**src/rtl/acrc_params.svh**
```systemverilog
// Purpose: Offsets, field positions, reset values and counts for the
//          converter channel and result control block.
// Assumes: Included by its bare name from the two modules; the package does not include it.
// Notes:   Offsets, fields and codes live here; the formatter keeps its own clamp limits as literals.
//
// Functional notes
// - Free running: a conversion keeps the channel latched at its start.
// - Single-ended input above reference yields the full-scale code.
// - Noise-reduction or idle sleep starts a conversion once halted.
// - Completion wakes the sleeping core; request raised even if awake.
// - After a wake the core stays active until a new sleep.
// - Other sleep modes leave the converter enable untouched.
// - With the done flag high both result bytes hold the result.
// - Single-ended result is an unsigned 10-bit code, 0x000 to 0x3FF.
// - Differential result is 10-bit two's complement, -512 to +511.
// - Top result bit is the sign, one meaning negative.
// - Left-adjust one packs the result high; zero packs it low.
// - One channel may feed both differential inputs for offset checks.
// - Start bit reads one while converting; writing zero does nothing.
// - Changing left adjust reformats the held result at once.
`ifndef ACRC_PARAMS_SVH
`define ACRC_PARAMS_SVH

// ----------------------------------------------------------------------
// Register map
// ----------------------------------------------------------------------
`define ACRC_OFS_SELECT 8'h00
`define ACRC_OFS_CTRL 8'h04
`define ACRC_OFS_RES_LO 8'h08
`define ACRC_OFS_RES_HI 8'h0C
`define ACRC_SELECT_RESET 8'h00
`define ACRC_CTRL_RESET 8'h00

// ----------------------------------------------------------------------
// Field positions
// ----------------------------------------------------------------------
`define ACRC_BIT_EN 7
`define ACRC_BIT_START 6
`define ACRC_BIT_FREE 5
`define ACRC_BIT_DONE 4
`define ACRC_BIT_IE 3
`define ACRC_BIT_LAR 5

// ----------------------------------------------------------------------
// Conversion timing in converter clock cycles
// ----------------------------------------------------------------------
`define ACRC_CYC_NORMAL 5'd13
`define ACRC_CYC_FIRST 5'd25
`define ACRC_SH_NORMAL 5'd2
`define ACRC_SH_FIRST 5'd14

// ----------------------------------------------------------------------
// Codes and channel ranges
// ----------------------------------------------------------------------
`define ACRC_SE_MAX 10'h3FF
`define ACRC_SE_MIN 10'h000
`define ACRC_DIFF_MAX 10'h1FF
`define ACRC_DIFF_MIN 10'h200
`define ACRC_CH_DIFF_LO 5'h08
`define ACRC_CH_DIFF_HI 5'h1D
`define ACRC_SLP_IDLE 3'h0
`define ACRC_SLP_NOISE 3'h1

`endif

```
**src/rtl/acrc_pkg.sv**
```systemverilog
// Purpose: Types shared by the converter control modules.
// Assumes: Nothing; it does not include the constants header.
// Notes:   States are one-hot so a stray code is easy to spot.
package acrc_pkg;

  // ----------------------------------------------------------------------
  // Types
  // ----------------------------------------------------------------------
  typedef enum logic [2:0] {
    ACRC_IDLE = 3'b001,
    ACRC_WAIT = 3'b010,
    ACRC_CONV = 3'b100
  } acrc_state_t;

  typedef logic [9:0] acrc_code_t;

endpackage

```
**src/rtl/acrc_formatter.sv**
```systemverilog
// Purpose: Clamps a raw sample into a 10-bit code and packs a held code
//          into the two result bytes.
// Assumes: The raw sample is the ideal value in code steps, signed.
// Notes:   Purely combinational; the caller registers what it needs.
`timescale 1ns/1ns
`default_nettype none
`include "acrc_params.svh"
module acrc_formatter
  import acrc_pkg::*;
(
  input wire logic signed [15:0] raw_sample,
  input wire logic is_diff,
  input wire acrc_code_t held_code,
  input wire logic left_adjust_select,
  output acrc_code_t clamped_code,
  output logic [7:0] result_low_byte,
  output logic [7:0] result_high_byte
);

  localparam logic signed [15:0] DIFF_POS = 16'sh01FF;
  localparam logic signed [15:0] DIFF_NEG = -16'sh0200;
  localparam logic signed [15:0] SE_TOP = 16'sh03FF;

  // Saturate instead of wrapping, so an overload never flips polarity.
  always_comb
  begin
    if (is_diff)
    begin
      if (raw_sample > DIFF_POS)
        clamped_code = `ACRC_DIFF_MAX;
      else if (raw_sample < DIFF_NEG)
        clamped_code = `ACRC_DIFF_MIN;
      else
        clamped_code = raw_sample[9:0];
    end
    else if (raw_sample < 16'sh0000)
      clamped_code = `ACRC_SE_MIN;
    else if (raw_sample > SE_TOP)
      clamped_code = `ACRC_SE_MAX;
    else
      clamped_code = raw_sample[9:0];
  end

  // Packing follows the live select bit, so a change shows at once.
  always_comb
  begin
    if (left_adjust_select)
    begin
      result_high_byte = held_code[9:2];
      result_low_byte = {held_code[1:0], 6'h00};
    end
    else
    begin
      result_high_byte = {6'h00, held_code[9:8]};
      result_low_byte = held_code[7:0];
    end
  end

endmodule
`default_nettype wire

```
**src/rtl/acrc_top.sv**
```systemverilog
// Purpose: Control of a 10-bit successive-approximation converter:
//          channel locking, start sequencing, noise-reduction sleep and
//          result presentation over APB.
// Assumes: Single clock pclk; analog front end returns the ideal value of
//          the latched channel when sample_strobe is high.
// Notes:   Outputs are registered; APB answers with no wait states.
//
// The APB interface to the registers and the placing of the registers were decided locally.
`timescale 1ns/1ns
`default_nettype none
`include "acrc_params.svh"
module acrc_top
  import acrc_pkg::*;
#(
  parameter int PRESCALE_W = 7
)
(
  input wire logic pclk,
  input wire logic presetn,
  input wire logic psel,
  input wire logic penable,
  input wire logic pwrite,
  input wire logic [7:0] paddr,
  input wire logic [31:0] pwdata,
  output logic [31:0] prdata,
  output logic pready,
  output logic pslverr,
  input wire logic signed [15:0] sample_value,
  output logic sample_strobe,
  output logic [4:0] active_channel,
  output logic [1:0] active_reference,
  output logic conv_busy,
  input wire logic cpu_sleep,
  input wire logic [2:0] sleep_mode,
  output logic conv_irq,
  output logic cpu_wake
);

  // ----------------------------------------------------------------------
  // Register state
  // ----------------------------------------------------------------------
  logic [7:0] input_select_register;
  logic converter_enable_bit;
  logic free_run_select;
  logic conversion_done_flag;
  logic irq_enable;
  logic [2:0] prescale_select;
  acrc_state_t state;
  logic [4:0] conv_cnt;
  logic [4:0] conv_len;
  logic [4:0] sh_point;
  logic first_pending;
  logic act_diff;
  logic signed [15:0] sample_q;
  acrc_code_t result_code;
  logic [PRESCALE_W-1:0] pre_cnt;
  logic adc_tick;
  logic sleep_q;
  logic nr_active;
  acrc_code_t clamped_code;
  logic [7:0] result_low_byte;
  logic [7:0] result_high_byte;

  // ----------------------------------------------------------------------
  // Bus decode
  // ----------------------------------------------------------------------
  logic access;
  logic wr_select;
  logic wr_ctrl;
  logic mapped;
  logic conv_end;
  logic sw_start;
  logic noise_start;
  logic sleep_rise;
  logic sel_is_diff;
  logic [7:0] ctrl_read;
  logic [7:0] div_full;
  logic [PRESCALE_W-1:0] pre_mask;

  // The access phase completes in the single cycle that pready is high.
  assign access = psel && penable && pready;
  assign wr_select = access && pwrite && (paddr == `ACRC_OFS_SELECT);
  assign wr_ctrl = access && pwrite && (paddr == `ACRC_OFS_CTRL);
  assign mapped = (paddr == `ACRC_OFS_SELECT) ||
                  (paddr == `ACRC_OFS_CTRL) ||
                  (paddr == `ACRC_OFS_RES_LO) ||
                  (paddr == `ACRC_OFS_RES_HI);

  // Start bit reads busy whether the start is pending or running.
  assign ctrl_read = {converter_enable_bit, (state != ACRC_IDLE),
                      free_run_select, conversion_done_flag, irq_enable,
                      prescale_select};

  // Setup phase loads read data and ready, so both come from flops.
  always_ff @(posedge pclk or negedge presetn)
  begin
    if (!presetn)
    begin
      pready <= 1'b0;
      pslverr <= 1'b0;
      prdata <= 32'h00000000;
    end
    else
    begin
      pready <= psel && !penable;
      pslverr <= psel && !penable && !mapped;
      if (psel && !penable)
      begin
        unique case (paddr)
          `ACRC_OFS_SELECT: prdata <= {24'h000000, input_select_register};
          `ACRC_OFS_CTRL: prdata <= {24'h000000, ctrl_read};
          `ACRC_OFS_RES_LO: prdata <= {24'h000000, result_low_byte};
          `ACRC_OFS_RES_HI: prdata <= {24'h000000, result_high_byte};
          default: prdata <= 32'h00000000;
        endcase
      end
    end
  end

  // ----------------------------------------------------------------------
  // Software registers
  // ----------------------------------------------------------------------
  // The selection register is free to write at any time; the converter
  // latches channel and reference when a conversion starts, but the
  // left-adjust bit is read live by the formatter.
  always_ff @(posedge pclk or negedge presetn)
  begin
    if (!presetn)
      input_select_register <= `ACRC_SELECT_RESET;
    else if (wr_select)
      input_select_register <= pwdata[7:0];
  end

  // Sleep never touches the enable: only software clears it.
  always_ff @(posedge pclk or negedge presetn)
  begin
    if (!presetn)
    begin
      converter_enable_bit <= 1'b0;
      free_run_select <= 1'b0;
      irq_enable <= 1'b0;
      prescale_select <= 3'h0;
    end
    else if (wr_ctrl)
    begin
      converter_enable_bit <= pwdata[`ACRC_BIT_EN];
      free_run_select <= pwdata[`ACRC_BIT_FREE];
      irq_enable <= pwdata[`ACRC_BIT_IE];
      prescale_select <= pwdata[2:0];
    end
  end

  // Done flag: completion sets it, writing one clears it; set wins.
  always_ff @(posedge pclk or negedge presetn)
  begin
    if (!presetn)
      conversion_done_flag <= 1'b0;
    else if (conv_end)
      conversion_done_flag <= 1'b1;
    else if (wr_ctrl && pwdata[`ACRC_BIT_DONE])
      conversion_done_flag <= 1'b0;
  end

  // ----------------------------------------------------------------------
  // Converter clock prescaler
  // ----------------------------------------------------------------------
  // Divide by two to the select; select zero also divides by two.
  assign div_full = 8'h01 << prescale_select;
  assign pre_mask = PRESCALE_W'(div_full - 8'h01) |
                    PRESCALE_W'(prescale_select == 3'h0);

  // Held in reset while disabled so the first tick is a full period.
  always_ff @(posedge pclk or negedge presetn)
  begin
    if (!presetn)
    begin
      pre_cnt <= '0;
      adc_tick <= 1'b0;
    end
    else if (!converter_enable_bit)
    begin
      pre_cnt <= '0;
      adc_tick <= 1'b0;
    end
    else
    begin
      pre_cnt <= ((pre_cnt & pre_mask) == pre_mask) ? '0 :
                 pre_cnt + 1'b1;
      adc_tick <= (pre_cnt & pre_mask) == pre_mask;
    end
  end

  // ----------------------------------------------------------------------
  // Start sources
  // ----------------------------------------------------------------------
  // Writing zero to the start bit is simply not a start.
  assign sw_start = wr_ctrl && pwdata[`ACRC_BIT_START] &&
                    pwdata[`ACRC_BIT_EN] && (state == ACRC_IDLE);
  assign sleep_rise = cpu_sleep && !sleep_q;
  assign noise_start = sleep_rise && converter_enable_bit &&
                       (state == ACRC_IDLE) && !free_run_select &&
                       irq_enable &&
                       ((sleep_mode == `ACRC_SLP_IDLE) ||
                        (sleep_mode == `ACRC_SLP_NOISE));
  assign conv_end = (state == ACRC_CONV) && adc_tick &&
                    (conv_cnt == conv_len);
  // Same-channel pairs are ordinary differential codes and pass through.
  assign sel_is_diff = (input_select_register[4:0] >= `ACRC_CH_DIFF_LO) &&
                       (input_select_register[4:0] <= `ACRC_CH_DIFF_HI);

  // First conversion after enabling runs long to settle the analog side.
  always_ff @(posedge pclk or negedge presetn)
  begin
    if (!presetn)
      first_pending <= 1'b1;
    else if (!converter_enable_bit)
      first_pending <= 1'b1;
    else if (state == ACRC_WAIT && adc_tick)
      first_pending <= 1'b0;
  end

  // ----------------------------------------------------------------------
  // Conversion sequencer
  // ----------------------------------------------------------------------
  // Selection is latched at each start, so a change made while a free
  // running conversion is under way waits for the next one. A write that
  // enables and starts together must start, not be taken for an abort.
  always_ff @(posedge pclk or negedge presetn)
  begin
    if (!presetn)
    begin
      state <= ACRC_IDLE;
      conv_cnt <= 5'd0;
      conv_len <= `ACRC_CYC_NORMAL;
      sh_point <= `ACRC_SH_NORMAL;
      active_channel <= 5'h00;
      active_reference <= 2'h0;
      act_diff <= 1'b0;
    end
    else if (!converter_enable_bit && !sw_start)
      state <= ACRC_IDLE;
    else
    begin
      unique case (state)
        ACRC_IDLE:
        begin
          if (sw_start || noise_start)
            state <= ACRC_WAIT;
        end
        ACRC_WAIT:
        begin
          if (adc_tick)
          begin
            state <= ACRC_CONV;
            conv_cnt <= 5'd1;
            conv_len <= first_pending ? `ACRC_CYC_FIRST : `ACRC_CYC_NORMAL;
            sh_point <= first_pending ? `ACRC_SH_FIRST : `ACRC_SH_NORMAL;
            active_channel <= input_select_register[4:0];
            active_reference <= input_select_register[7:6];
            act_diff <= sel_is_diff;
          end
        end
        ACRC_CONV:
        begin
          if (conv_end && free_run_select)
          begin
            conv_cnt <= 5'd1;
            conv_len <= `ACRC_CYC_NORMAL;
            sh_point <= `ACRC_SH_NORMAL;
            active_channel <= input_select_register[4:0];
            active_reference <= input_select_register[7:6];
            act_diff <= sel_is_diff;
          end
          else if (conv_end)
            state <= ACRC_IDLE;
          else if (adc_tick)
            conv_cnt <= conv_cnt + 5'd1;
        end
        default: state <= ACRC_IDLE;
      endcase
    end
  end

  // Strobe asks the front end for a value; it is taken a cycle later.
  always_ff @(posedge pclk or negedge presetn)
  begin
    if (!presetn)
    begin
      sample_strobe <= 1'b0;
      sample_q <= 16'sh0000;
    end
    else
    begin
      sample_strobe <= (state == ACRC_CONV) && adc_tick &&
                       (conv_cnt == sh_point);
      if (sample_strobe)
        sample_q <= sample_value;
    end
  end

  // Result only changes at completion, so it stays put until the next completion.
  always_ff @(posedge pclk or negedge presetn)
  begin
    if (!presetn)
      result_code <= 10'h000;
    else if (conv_end)
      result_code <= clamped_code;
  end

  // Busy lets port logic hold digital pins still during a conversion.
  always_ff @(posedge pclk or negedge presetn)
  begin
    if (!presetn)
      conv_busy <= 1'b0;
    else
      conv_busy <= converter_enable_bit && (state == ACRC_CONV);
  end

  // ----------------------------------------------------------------------
  // Sleep and wake
  // ----------------------------------------------------------------------
  // Wake fires once; only a fresh sleep edge can arm it again.
  always_ff @(posedge pclk or negedge presetn)
  begin
    if (!presetn)
    begin
      sleep_q <= 1'b0;
      nr_active <= 1'b0;
      cpu_wake <= 1'b0;
    end
    else
    begin
      sleep_q <= cpu_sleep;
      cpu_wake <= conv_end && nr_active && cpu_sleep;
      if (noise_start)
        nr_active <= 1'b1;
      else if (conv_end || !cpu_sleep || !converter_enable_bit)
        nr_active <= 1'b0;
    end
  end

  // The request follows the flag even when another source woke the core.
  always_ff @(posedge pclk or negedge presetn)
  begin
    if (!presetn)
      conv_irq <= 1'b0;
    else
      conv_irq <= conversion_done_flag && irq_enable;
  end

  // ----------------------------------------------------------------------
  // Result formatting
  // ----------------------------------------------------------------------
  acrc_formatter u_fmt (
    .raw_sample(sample_q),
    .is_diff(act_diff),
    .held_code(result_code),
    .left_adjust_select(input_select_register[`ACRC_BIT_LAR]),
    .clamped_code(clamped_code),
    .result_low_byte(result_low_byte),
    .result_high_byte(result_high_byte)
  );

  // ----------------------------------------------------------------------
  // Assertions
  // ----------------------------------------------------------------------
  property p_start_busy;
    @(posedge pclk) disable iff (!presetn)
    (psel && !penable && paddr == `ACRC_OFS_CTRL)
      |=> prdata[`ACRC_BIT_START] == ($past(state) != ACRC_IDLE);
  endproperty
  a_start_busy: assert property (p_start_busy)
    else $error("start bit does not reflect busy");

  property p_lock;
    @(posedge pclk) disable iff (!presetn)
    (state == ACRC_CONV && !conv_end && converter_enable_bit)
      |=> $stable(active_channel) && $stable(active_reference);
  endproperty
  a_lock: assert property (p_lock)
    else $error("selection moved during conversion");

  property p_done;
    @(posedge pclk) disable iff (!presetn)
    conv_end |=> conversion_done_flag && result_code == $past(clamped_code);
  endproperty
  a_done: assert property (p_done)
    else $error("completion did not flag and store result");

  property p_se_full;
    @(posedge pclk) disable iff (!presetn)
    (conv_end && !act_diff && sample_q > 16'sh03FF)
      |=> result_code == `ACRC_SE_MAX;
  endproperty
  a_se_full: assert property (p_se_full)
    else $error("overrange single-ended not full scale");

  property p_diff_sat;
    @(posedge pclk) disable iff (!presetn)
    (conv_end && act_diff && sample_q < -16'sh0200)
      |=> result_code == `ACRC_DIFF_MIN && result_code[9];
  endproperty
  a_diff_sat: assert property (p_diff_sat)
    else $error("differential underrange did not saturate");

  property p_left;
    @(posedge pclk) disable iff (!presetn)
    input_select_register[`ACRC_BIT_LAR]
      |-> result_high_byte == result_code[9:2] &&
          result_low_byte == {result_code[1:0], 6'h00};
  endproperty
  a_left: assert property (p_left)
    else $error("left adjusted packing wrong");

  property p_sign;
    @(posedge pclk) disable iff (!presetn)
    !input_select_register[`ACRC_BIT_LAR]
      |-> result_high_byte[1] == result_code[9] &&
          result_high_byte[7:2] == 6'h00;
  endproperty
  a_sign: assert property (p_sign)
    else $error("sign bit not in high byte");

  property p_noise;
    @(posedge pclk) disable iff (!presetn)
    noise_start |=> state == ACRC_WAIT ##[1:200] state == ACRC_CONV;
  endproperty
  a_noise: assert property (p_noise)
    else $error("sleep entry did not start a conversion");

  property p_wake;
    @(posedge pclk) disable iff (!presetn)
    (conv_end && nr_active && cpu_sleep) |=> cpu_wake ##1 !cpu_wake;
  endproperty
  a_wake: assert property (p_wake)
    else $error("wake not a single pulse on completion");

  property p_irq;
    @(posedge pclk) disable iff (!presetn)
    (conv_end && irq_enable && !wr_ctrl) |=> ##1 conv_irq;
  endproperty
  a_irq: assert property (p_irq)
    else $error("completion request missing");

  property p_en_kept;
    @(posedge pclk) disable iff (!presetn)
    (converter_enable_bit && !wr_ctrl) |=> converter_enable_bit;
  endproperty
  a_en_kept: assert property (p_en_kept)
    else $error("enable dropped without a write");

  c_free: cover property (@(posedge pclk) disable iff (!presetn)
    conv_end && free_run_select);
  c_wake: cover property (@(posedge pclk) disable iff (!presetn)
    cpu_wake);
  c_diff: cover property (@(posedge pclk) disable iff (!presetn)
    conv_end && act_diff);

endmodule
`default_nettype wire

```
**config.mk**
```make
export PLATFORM = sky130hd
export DESIGN_NAME = acrc_top
export DESIGN_NICKNAME = d
export VERILOG_FILES = /design/src/rtl/acrc_pkg.sv /design/src/rtl/acrc_formatter.sv /design/src/rtl/acrc_top.sv
export VERILOG_INCLUDE_DIRS = /design/src /design/src/rtl
export SDC_FILE = /design/constraint.sdc
export NUM_CORES = 1
export LEC_CHECK = 0
export BUFFER_PORTS_ARGS = -buffer_cell sky130_fd_sc_hd__buf_2
export CORE_ASPECT_RATIO = 0.75
export CORE_MARGIN = 8
export CORE_UTILIZATION = 53
export CTS_CLUSTER_SIZE = 20
export DETAILED_ROUTE_END_ITERATION = 6
export PLACE_DENSITY = 0.77
export REMOVE_ABC_BUFFERS = 1
export SLEW_MARGIN = 20
export SYNTH_ARGS = -nofsm -noshare
export SYNTH_HDL_FRONTEND = slang
export SYNTH_SLANG_ARGS = --single-unit
```
**constraint.sdc**
```tcl
create_clock -name pclk -period 2.7 [get_ports pclk]
set_input_delay 0.54 -clock pclk [delete_from_list [all_inputs] [get_ports pclk]]
set_output_delay 0.54 -clock pclk [all_outputs]
set_load 0.005 [all_outputs]
```
Yosys cells after proc, flatten, opt, wreduce, memory -nomap -nowiden
Index checks and enable logic that the tools add are counted. W data, S select, Z words.

Bitwise operators: 3. Reductions and logical operators: 51. Shifts and indexed selects: 1. Add/sub/neg operators: 3. Equality and inequality tests: 20. Order comparisons: 6. Multiplexer cells: 45.

Operators by type and width (number): $mux W5 (11); $mux W10 (5); $pmux W5 S2 (4); $pmux W8 S4 (1); $logic_and A1 B1 Y1 (28); $eq A8 B4 Y1 const B (2); $gt A16 B10 Y1 const B (1); $gt A16 B11 Y1 const B (1); $lt A16 B1 Y1 const B (1); $lt A16 B10 Y1 const B (1); $mux W8 (2); $mux W3 (5); $mux W7 (2); $ne A3 B3 Y1 const B (4); $eq A5 B5 Y1 (2); $mux W1 (9); $pmux W3 S3 (1); $eq A8 B3 Y1 const B (1); $logic_not A8 Y1 (1); $reduce_and A4 Y1 (2); $add A7 B1 Y7 const B (1); $and A7 B7 Y7 (1); $eq A7 B7 Y1 (1); $logic_not A1 Y1 (7); other kinds (22) (35).

Logic and storage cells: 156. Output and inout port bits: 45. Register bits: 116.

Longest topological paths before layout
Gate-level depths: netlist of run 1.

Depth after elaboration: 11. Depth in mapped cells: 8. Gate-level depth less buffers: 7.

Cells and area by module
Synthesis of run 1 repeated with hierarchy kept, for this count alone.

Cells, all modules: 376. Area, all modules: 4443.0 um^2.

By module, submodules not included: acrc_top (instances 1, area an instance 4027.6 um^2, cells an instance 326); acrc_formatter (instances 1, area an instance 415.4 um^2, cells an instance 50).

Worst setup path after synthesis of run 1
OpenSTA, ideal clock, no wires.

Kind: input-to-reg. Start point: input paddr[1]. End point: register conv_cnt[0]. Path buffers: 0. Cell stages on the path: 5. Arrival time: 1.902 ns. Data required time: 2.573 ns. Library setup time: 0.127 ns. Slack: 0.670 ns. Cells stage by stage: nor4_4 nand4_4 o21a_4 a221o_1 mux2_1.

Longest elaborated chain between the ends: 9.

RTL lines: from (decl) (line acrc_top.sv:23) `input wire logic [7:0] paddr,`; $eq A8 B3 Y1; $logic_and A1 B1 Y1 (line acrc_top.sv:83) `` assign wr_ctrl = access && pwrite && (paddr == `ACRC_OFS_CTRL); ``; $logic_and A1 B1 Y1 (3 in a row) (line acrc_top.sv:197) `` assign sw_start = wr_ctrl && pwdata[`ACRC_BIT_START] && ``; $logic_not A1 Y1 (line acrc_top.sv:240) `else if (!converter_enable_bit && !sw_start)`; $logic_and A1 B1 Y1 (line acrc_top.sv:240); $not A1 Y1 (no line); $reduce_and A5 Y1 (no line); to (signal assigned) (line acrc_top.sv:277) `conv_cnt <= conv_cnt + 5'd1;`; to (decl) (line acrc_top.sv:49) `logic [4:0] conv_cnt;`.

No other way between the ends. A chain may end at the register's enable or synchronous reset.

Final worst setup path of run 1
Start point: register conv_len[2]. End point: register active_channel[2].

Longest elaborated chain between the ends: 5.

RTL lines: from (decl) (line acrc_top.sv:50) `logic [4:0] conv_len;`; from (signal assigned) (line acrc_top.sv:234) `` conv_len <= `ACRC_CYC_NORMAL; ``; from (signal assigned) (line acrc_top.sv:256) `` conv_len <= first_pending ? `ACRC_CYC_FIRST : `ACRC_CYC_NORMAL; ``; from (signal assigned) (line acrc_top.sv:268) `` conv_len <= `ACRC_CYC_NORMAL; ``; $eq A5 B5 Y1 (line acrc_top.sv:206) `(conv_cnt == conv_len);`; $logic_and A1 B1 Y1 (line acrc_top.sv:205) `assign conv_end = (state == ACRC_CONV) && adc_tick &&`; $logic_and A1 B1 Y1 (line acrc_top.sv:265) `if (conv_end && free_run_select)`; $ne A2 B2 Y1 (no line); $reduce_and A4 Y1 (no line); to (signal assigned) (line acrc_top.sv:258) `active_channel <= input_select_register[4:0];`; to (signal assigned) (line acrc_top.sv:270) `active_channel <= input_select_register[4:0];`; to (decl) (line acrc_top.sv:30) `output logic [4:0] active_channel,`.

No other way between the ends.

==> metrics.md, run 1 <==
| Metric | Value |
|---|---|
| Setup Buffers After CTS | `0` |
| VDD IR-drop max | `0.259 mV` |
| Post-DP HPWL | `just under 7 mm` |
| Post-synth EDFFs | `0` |
| Post-CTS sizing | `0` |
| Initial antenna violation count | `0` |
| CP endpoint kind | `register` |
| Vias in the first global route | `roughly 3100` |
| Initial core utilization | `around 54%` |
| CP Data Required Time | `roughly 3000 ps` |
| Ys Warns | `0` |
| Skew final | `8.19 ps` |
| Share of layout cells above drive strength 1 | `between 20% and 30%` |
| Synth area leaders | `dfrtp_1, mux2_2, buf_4` |
| CTS Hold Bufs | `0` |
| Synth Register Bits | `84` |
| RSZ-0062 raised after global routing | `no` |
| Top_reg_cell synth | `dfrtp_1` |
| Final Non-Filler Cells | `around 560` |
| Mapped cell area | `~4200 µm²` |
| Synth Instances | `a little under 400` |
| Syn avg cell area | `~11 µm²` |
| Status | `finished clean` |
| NumNets Final | `~520` |
| Drt first pass iters | `4` |
| Longest Clk Path Bufs | `2` |
| IO Pins | `between 100 and 150` |
| Final hold violation count | `0` |
| Vias | `3017` |
| Core Region | `roughly 8000 µm²` |
| Total gr overflow | `0` |
| Min Hold Slack | `roughly 190 ps` |
| Worst Hold Class | `primary input to async pin` |
| IO buf count | `60` |
| Setup TNS | `0 ps` |
| Synth unique cells | `53` |
| Critical path arrival | `~2500 ps` |
| WL final | `between 9 and 10 mm` |
| # setup viols final | `0` |
| Area of the multi-input gates | `between 1500 and 2000 µm²` |
| Largest area contributor in the netlist | `dfrtp_1` |
| Die height | `roughly 93 µm` |
| Synthesis-to-layout area growth | `13.6%` |
| CTS tree | `yes` |
| Crit path max fanout | `10` |
| Wire per inst | `around 16 µm` |
| Placer Congestion | `~0.9` |
| Post-DRT Antenna Nets | `0` |
| First-pass GRT wire length | `15.4 mm` |
| Setup crit start kind | `register` |
| Reg area | `around 2100 µm²` |
| Minimum clock period | `approximately 2200 ps` |
| Largest net degree at the start of global routing | `49` |
| Inserted Clock Buffers | `9` |
| Final slew viol count | `0` |
| Max Clk Rate | `0.453 GHz` |
| Inst Count DP | `between 500 and 600` |
| Seq/Total Area, Yosys | `between 50% and 60%` |
| Post-synth top area share | `48.4%` |
| GRT Util Overall | `between 15 and 20%` |
| RR Startpoint | `conv_len[2]$_DFFE_PN1P_` |
| Worst reg2reg endpoint | `active_channel[2]$_DFFE_PN0P_` |
| # DRC | `0` |
| Max-cap violations | `0` |
| Crit Path Class | `register to register` |
| CTS root buf | `clkbuf_8` |
| FP Rows | `28` |
| Skew-Pair Late Insertion Delay | `between 300 and 400 ps` |
| R2r setup slk | `a little under 500 ps` |
| Diode count | `0` |
| Fillers | `around 680` |
| Clk sink count | `84` |
| Async set-reset flop share out of synthesis | `between 90% and 100%` |
| CTS H-tree lvls | `3` |
| Die Wd | `around 120 µm` |
| Clock Pin Slew Worst Setup and Hold Paths | `90 ps` |
| Leak | `between 2 and 2.5 nW` |
| Vias/cell | `5.36` |
| Reg2Reg Depth | `6` |
| Power Density | `roughly 490 nW/µm²` |
| Tcrit/Tclk final | `roughly four fifths` |
| Initial drt markers | `around 140` |
| Die ar. | `~11000 µm²` |
| Worst slew margin | `about two fifths` |
| Worst Max-Slew Pin Slew | `around 890 ps` |
-- routing by layer --
layer,up-vias,wire [µm],track usage (%)
li1,1446,-,-
met1,1471,4410,23.4
met2,93,3970,25.9
met3,7,609,6.20
met4,0,69,4.41
met5,-,0,0
-- sequential cells by signal (all words and copies together), names as in the netlist, 2 cells and up --
register,flops
input_select_register,8
pre_cnt,7
sample_q,16
result_code,10
prdata,8
conv_cnt,5
active_reference,2
state,3
prescale_select,3
active_channel,5
-- per-stage QoR --
| step | util [%] | worst slack (ps) | total power [mW] | instance area, µm² |
|---|---|---|---|---|
| 6_report | 61.1 | 493 | 2.31 | 4750 |
| 5_1_grt | 61.1 | 377 | 2.41 | 4750 |
| 4_1_cts | 61.1 | 497 | 2.34 | 4750 |
| 3_5_place_dp | 58.3 | 492 | 1.38 | 4530 |
| 3_3_place_gp | 58.3 | 509 | 1.38 | 4530 |
| 2_1_floorplan | - | 583 | 1.31 | 4030 |
-- synthesized netlist by cell type (3+ instances only) --
| master | instances |
|---|---|
| dfrtp_1 | 81 |
| nand2_1 | 39 |
| mux2_2 | 30 |
| buf_4 | 25 |
| a21oi_1 | 23 |
| o21ai_0 | 21 |
| nor2_1 | 20 |
| nand3_1 | 13 |
| inv_1 | 12 |
| o21ai_1 | 11 |
| clkbuf_1 | 9 |
| mux2i_1 | 9 |
| mux2_4 | 8 |
| a22o_1 | 6 |
| nor2b_1 | 6 |
| xnor2_1 | 5 |
| a31oi_1 | 4 |
| and2_1 | 4 |
| ha_1 | 4 |
| nand4_1 | 4 |
| nor3b_1 | 4 |
| o211ai_1 | 4 |
| or3_1 | 4 |
| a22oi_1 | 3 |
| dfstp_2 | 3 |
| xor2_1 | 3 |
-- report_power, final --
part	internal, mW	switching, mW	leakage [nW]	total, mW
sequential	1.26	0.00202	1.14	1.26
clock	0.508	0.448	0.113	0.955
combinational	0.0325	0.0632	1.08	0.0957
-- critical path, stage by stage (launching register included) --
cell and delay, ps:
dfstp_2 550, xor2_1 360, nor3_2 130, a31oi_1 370, nand2b_1 160, buf_4 210, mux2_4 310
-- cell type report --
type	instances	share of cell area (%)
clock buffer	12	3.47
sequential	84	44.3
timing repair buffer	68	7.89
inverter	12	0.947
clock inverter	4	1.18
tap	105	2.76
multi-input combinational	278	39.4
-- cells in the final DEF, fill, tap and decap left out, drive strengths merged, types with 6 or more instances in the layout --
cell type | netlist | final
mux2 | 40 | 40
o21ai | 32 | 32
nor2 | 20 | 20
mux2i | 9 | 9
inv | 12 | 12
dfrtp | 81 | 81
a22o | 6 | 6
buf | 29 | 68
conb | 1 | 24
nand3 | 13 | 13
a21oi | 23 | 23
nor2b | 6 | 6
clkbuf | 9 | 12
nand2 | 39 | 39
-- kinds of logic after synthesis --
kind of cell,after synthesis,synth area share [%]
AND/OR/NAND/NOR,113,14.7
flip-flops,84,50.3
AO/OA/AOI/OAI,80,11.4
buffers and inverters,50,6.96
multiplexers,49,13.6
XOR/XNOR,8,1.67
adder cells (fa/ha/maj),4,1.20
other,1,0.0896
-- how the worst max path moves through the flow --
stage | startpoint | endpoint | cells after the start | slack, ps
final | conv_len[2]$_DFFE_PN1P_ | active_channel[2]$_DFFE_PN0P_ | 6 | 490
after global routing | conv_len[2]$_DFFE_PN1P_ | active_channel[2]$_DFFE_PN0P_ | 6 | 380
after CTS | conv_len[2]$_DFFE_PN1P_ | active_reference[0]$_DFFE_PN0P_ | 6 | 500
after global placement | paddr[3] | conv_cnt[0]$_DFFE_PN0P_ | 6 | 510
after detailed placement | paddr[3] | conv_cnt[0]$_DFFE_PN0P_ | 6 | 490
after floorplan | paddr[1] | active_channel[0]$_DFFE_PN0P_ | 5 | 580
Note: power is estimated with default switching activity, not from simulation.
==> run 2: changes to the inputs <==
CORE_UTILIZATION = 48   (was 53)
PLACE_DENSITY = 0.74   (was 0.77)
clock period = 1.85 ns   (was 2.7 ns; I/O delays follow)
==> metrics.md, run 2 (synthesis results as in run 1) <==
| Metric | Value |
|---|---|
| Synthesis-to-layout area growth | `23.2%` |
| IO Pins | `110 (unchanged)` |
| Skew-Pair Late Insertion Delay | `340 ps (-20 ps)` |
| WL final | `9.74 mm (+7.5%)` |
| # DRC | `0 (unchanged)` |
| Core Region | `8450 µm² (+8.7%)` |
| Max-cap violations | `0 (unchanged)` |
| Status | `finished, violations left` |
| CTS tree | `yes` |
| Diode count | `0 (unchanged)` |
| Met1 usage | `22.3% (-1.1 points)` |
| Final hold violation count | `0 (unchanged)` |
| Final Non-Filler Cells | `602 (+6.9%)` |
| Skew final | `4.08 ps (-4.11 ps)` |
| Power Density | `708 nW/µm² (+46%)` |
| Hold Path Origin | `cpu_sleep` |
| Met2 Resource Use GR | `25.0% (-0.89 points)` |
| Sw Share | `21.3% (-0.91 points)` |
| Final slew viol count | `0 (unchanged)` |
| CP endpoint kind | `register` |
| R2r setup slk | `-90 ps (-580 ps)` |
| Fin area | `5160 µm² (+8.5%)` |
| Largest registers | `sample_q: 16 flops, result_code: 10 flops` |
| Worst reg2reg endpoint | `conv_cnt[1]$_DFFE_PN0P_` |
| Worst Hold Class | `primary input to register` |
| Placer Congestion | `0.853 (-4.9%)` |
| Final core occ | `61.0% (-0.13 points)` |
| Clk network pwr share | `45.4% (+4.1 points)` |
| Min Hold Slack | `190 ps (-2.27 ps)` |
| Worst Hold End | `sleep_q$_DFF_PN0_` |
| Post-DRT Antenna Nets | `0 (unchanged)` |
| VDD IR-drop max | `0.667 mV (+160%)` |
| Most common cell after layout, fill and taps aside | `dfrtp_1` |
| Initial drt markers | `227 (+66%)` |
| Vias/cell | `5.21 (-2.9%)` |
| Tcrit/Tclk final | `105% (+23 points)` |
| Initial core utilization | `49.5% (-4.3 points)` |
| Most frequent cells in the layout | `dfrtp_1, buf_2, buf_4, nand2_1, mux2_2` |
| CTS H-tree lvls | `3 (unchanged)` |
| Setup TNS | `-326 ps (-326 ps)` |
| Post-DP HPWL | `7.39 mm (+9.5%)` |
| CP max-delay cell | `or3b_4` |
| Gate power share | `4.1% (about the same)` |
| Area of the multi-input gates | `1950 µm² (+3.9%)` |
| Clk sink count | `84 (unchanged)` |
| Share of layout cells above drive strength 1 | `35.4% (+6.6 points)` |
| Initial antenna violation count | `0 (unchanged)` |
| Drt first pass iters | `5 (+1)` |
| Leak | `2.55 nW (+9.6%)` |
| Fillers | `711 (+4.9%)` |
| Power, Total | `3.65 mW (+58%)` |
| Failing checks | `negative setup slack` |
| P_int | `2.88 mW (+60%)` |
| IO buf count | `60 (unchanged)` |
| GRT Util Overall | `16.7% (-0.55 points)` |
| NumNets Final | `558 (+6.9%)` |
| Hold Path Cell Cnt | `1` |
| Sequential power share | `50.5% (-4.1 points)` |
| Vias | `3134 (+3.9%)` |
| GR peak layer | `met2` |
| Minimum clock period | `1940 ps (-270 ps)` |
| Critical path arrival | `2160 ps (-300 ps)` |
| Largest net degree at the start of global routing | `35 (-29%)` |
| Switching power | `0.776 mW (+51%)` |
| Longest Clk Path Bufs | `2 (unchanged)` |
| Crit Path Class | `register to register` |
| Worst slew margin | `55.0% (+15 points)` |
| RR Startpoint | `state[0]$_DFFE_PN1P_` |
| CP Data Required Time | `2070 ps (-880 ps)` |
| Max reg flops | `16 (unchanged)` |
| Vias in the first global route | `3231 (+3.5%)` |
| RSZ-0062 raised after global routing | `yes` |
| Die Wd | `124 µm (+4.4%)` |
| Max Clk Rate | `0.516 GHz (+14%)` |
| Clock Pin Slew Worst Setup and Hold Paths | `60 ps (-30 ps)` |
| Slowest cell delay on critical path | `400 ps (-150 ps)` |
| CTS root buf | `clkbuf_16` |
| Die height | `96.9 µm (+4.2%)` |
| Inserted Clock Buffers | `9 (unchanged)` |
| Inst Count DP | `581 (+6.2%)` |
| Reg area | `2110 µm² (about the same)` |
| Worst Max-Slew Pin Slew | `671 ps (-215 ps)` |
| Placement Setup Slack | `-206 ps (-698 ps)` |
| Total gr overflow | `0 (unchanged)` |
| Dpl cell area | `4760 µm² (+4.9%)` |
| Most flops, register | `sample_q` |
| # setup viols final | `7 (+7)` |
| Die ar. | `12000 µm² (+8.8%)` |
| Wire per inst | `16.2 µm (+0.50%)` |
| FP Rows | `29 (+3.6%)` |
| Cell breakdown of the critical path | `buf_4, or3b_4, nor4_4, a221o_1, mux2_1` |
| Met3 Use GR | `5.23% (-0.97 points)` |
| First-pass GRT wire length | `15.9 mm (+3.5%)` |
| Crit path max fanout | `3 (-7)` |
| Post-route setup slack | `-87.1 ps (-580 ps)` |
| Setup crit start kind | `register` |
| Reg2Reg Depth | `5 (-1)` |
run 2: what timing repair did:
action                                  in CTS  in global routing
hold endpoints to repair                    27                  0
cloned                                       0                  1
endpoints found under the setup margin      21                 19
pin swaps                                    5                  1
buffers inserted                             1                  2
resized for setup                            6                 14
hold buffers                                 1                  0
run 2: layer usage:
metal / wire [µm] / share of wire (%)
met5: 0 / 0
met4: 106 / 1.1
met3: 712 / 7.3
met2: 4550 / 47
met1: 4370 / 45
run 2: power groups by stage:
stage	Clock, mW	Sequential [mW]	Combinational, mW
after floorplan	0	1.88	0.0317
after global placement	0	1.88	0.144
after detailed placement	0	1.88	0.148
after CTS	1.69	1.85	0.150
after global routing	1.77	1.85	0.168
final	1.66	1.85	0.148
run 2: area by class of cell:
class                   count  area share (%)
inverters                  12           0.873
flip-flops and latches     84            40.9
clock buffers              14            5.12
well taps                 108            2.62
multi-input cells         278            37.8
repair buffers            104            12.6
clock inverters             2           0.194
run 2: how the worst max path moves through the flow:
stage                               endpoint                     from  cells after the start
6_report             conv_cnt[1]$_DFFE_PN0P_     state[0]$_DFFE_PN1P_                      5
5_1_grt              conv_cnt[1]$_DFFE_PN0P_     state[0]$_DFFE_PN1P_                      5
4_1_cts              conv_cnt[1]$_DFFE_PN0P_     state[0]$_DFFE_PN1P_                      5
3_5_place_dp   active_channel[4]$_DFFE_PN0P_                 paddr[1]                      7
3_3_place_gp         conv_cnt[1]$_DFFE_PN0P_                 paddr[1]                      6
2_1_floorplan  active_channel[0]$_DFFE_PN0P_  conv_len[2]$_DFFE_PN1P_                      5
run 2: critical path, delay by kind of cell (launching register included):
kind	cells	cell delay, ps
buffers and inverters	1	140
muxes	1	330
AOI/OAI and AO/OA	1	240
and+or+nand+nor	2	750
DFF	1	370
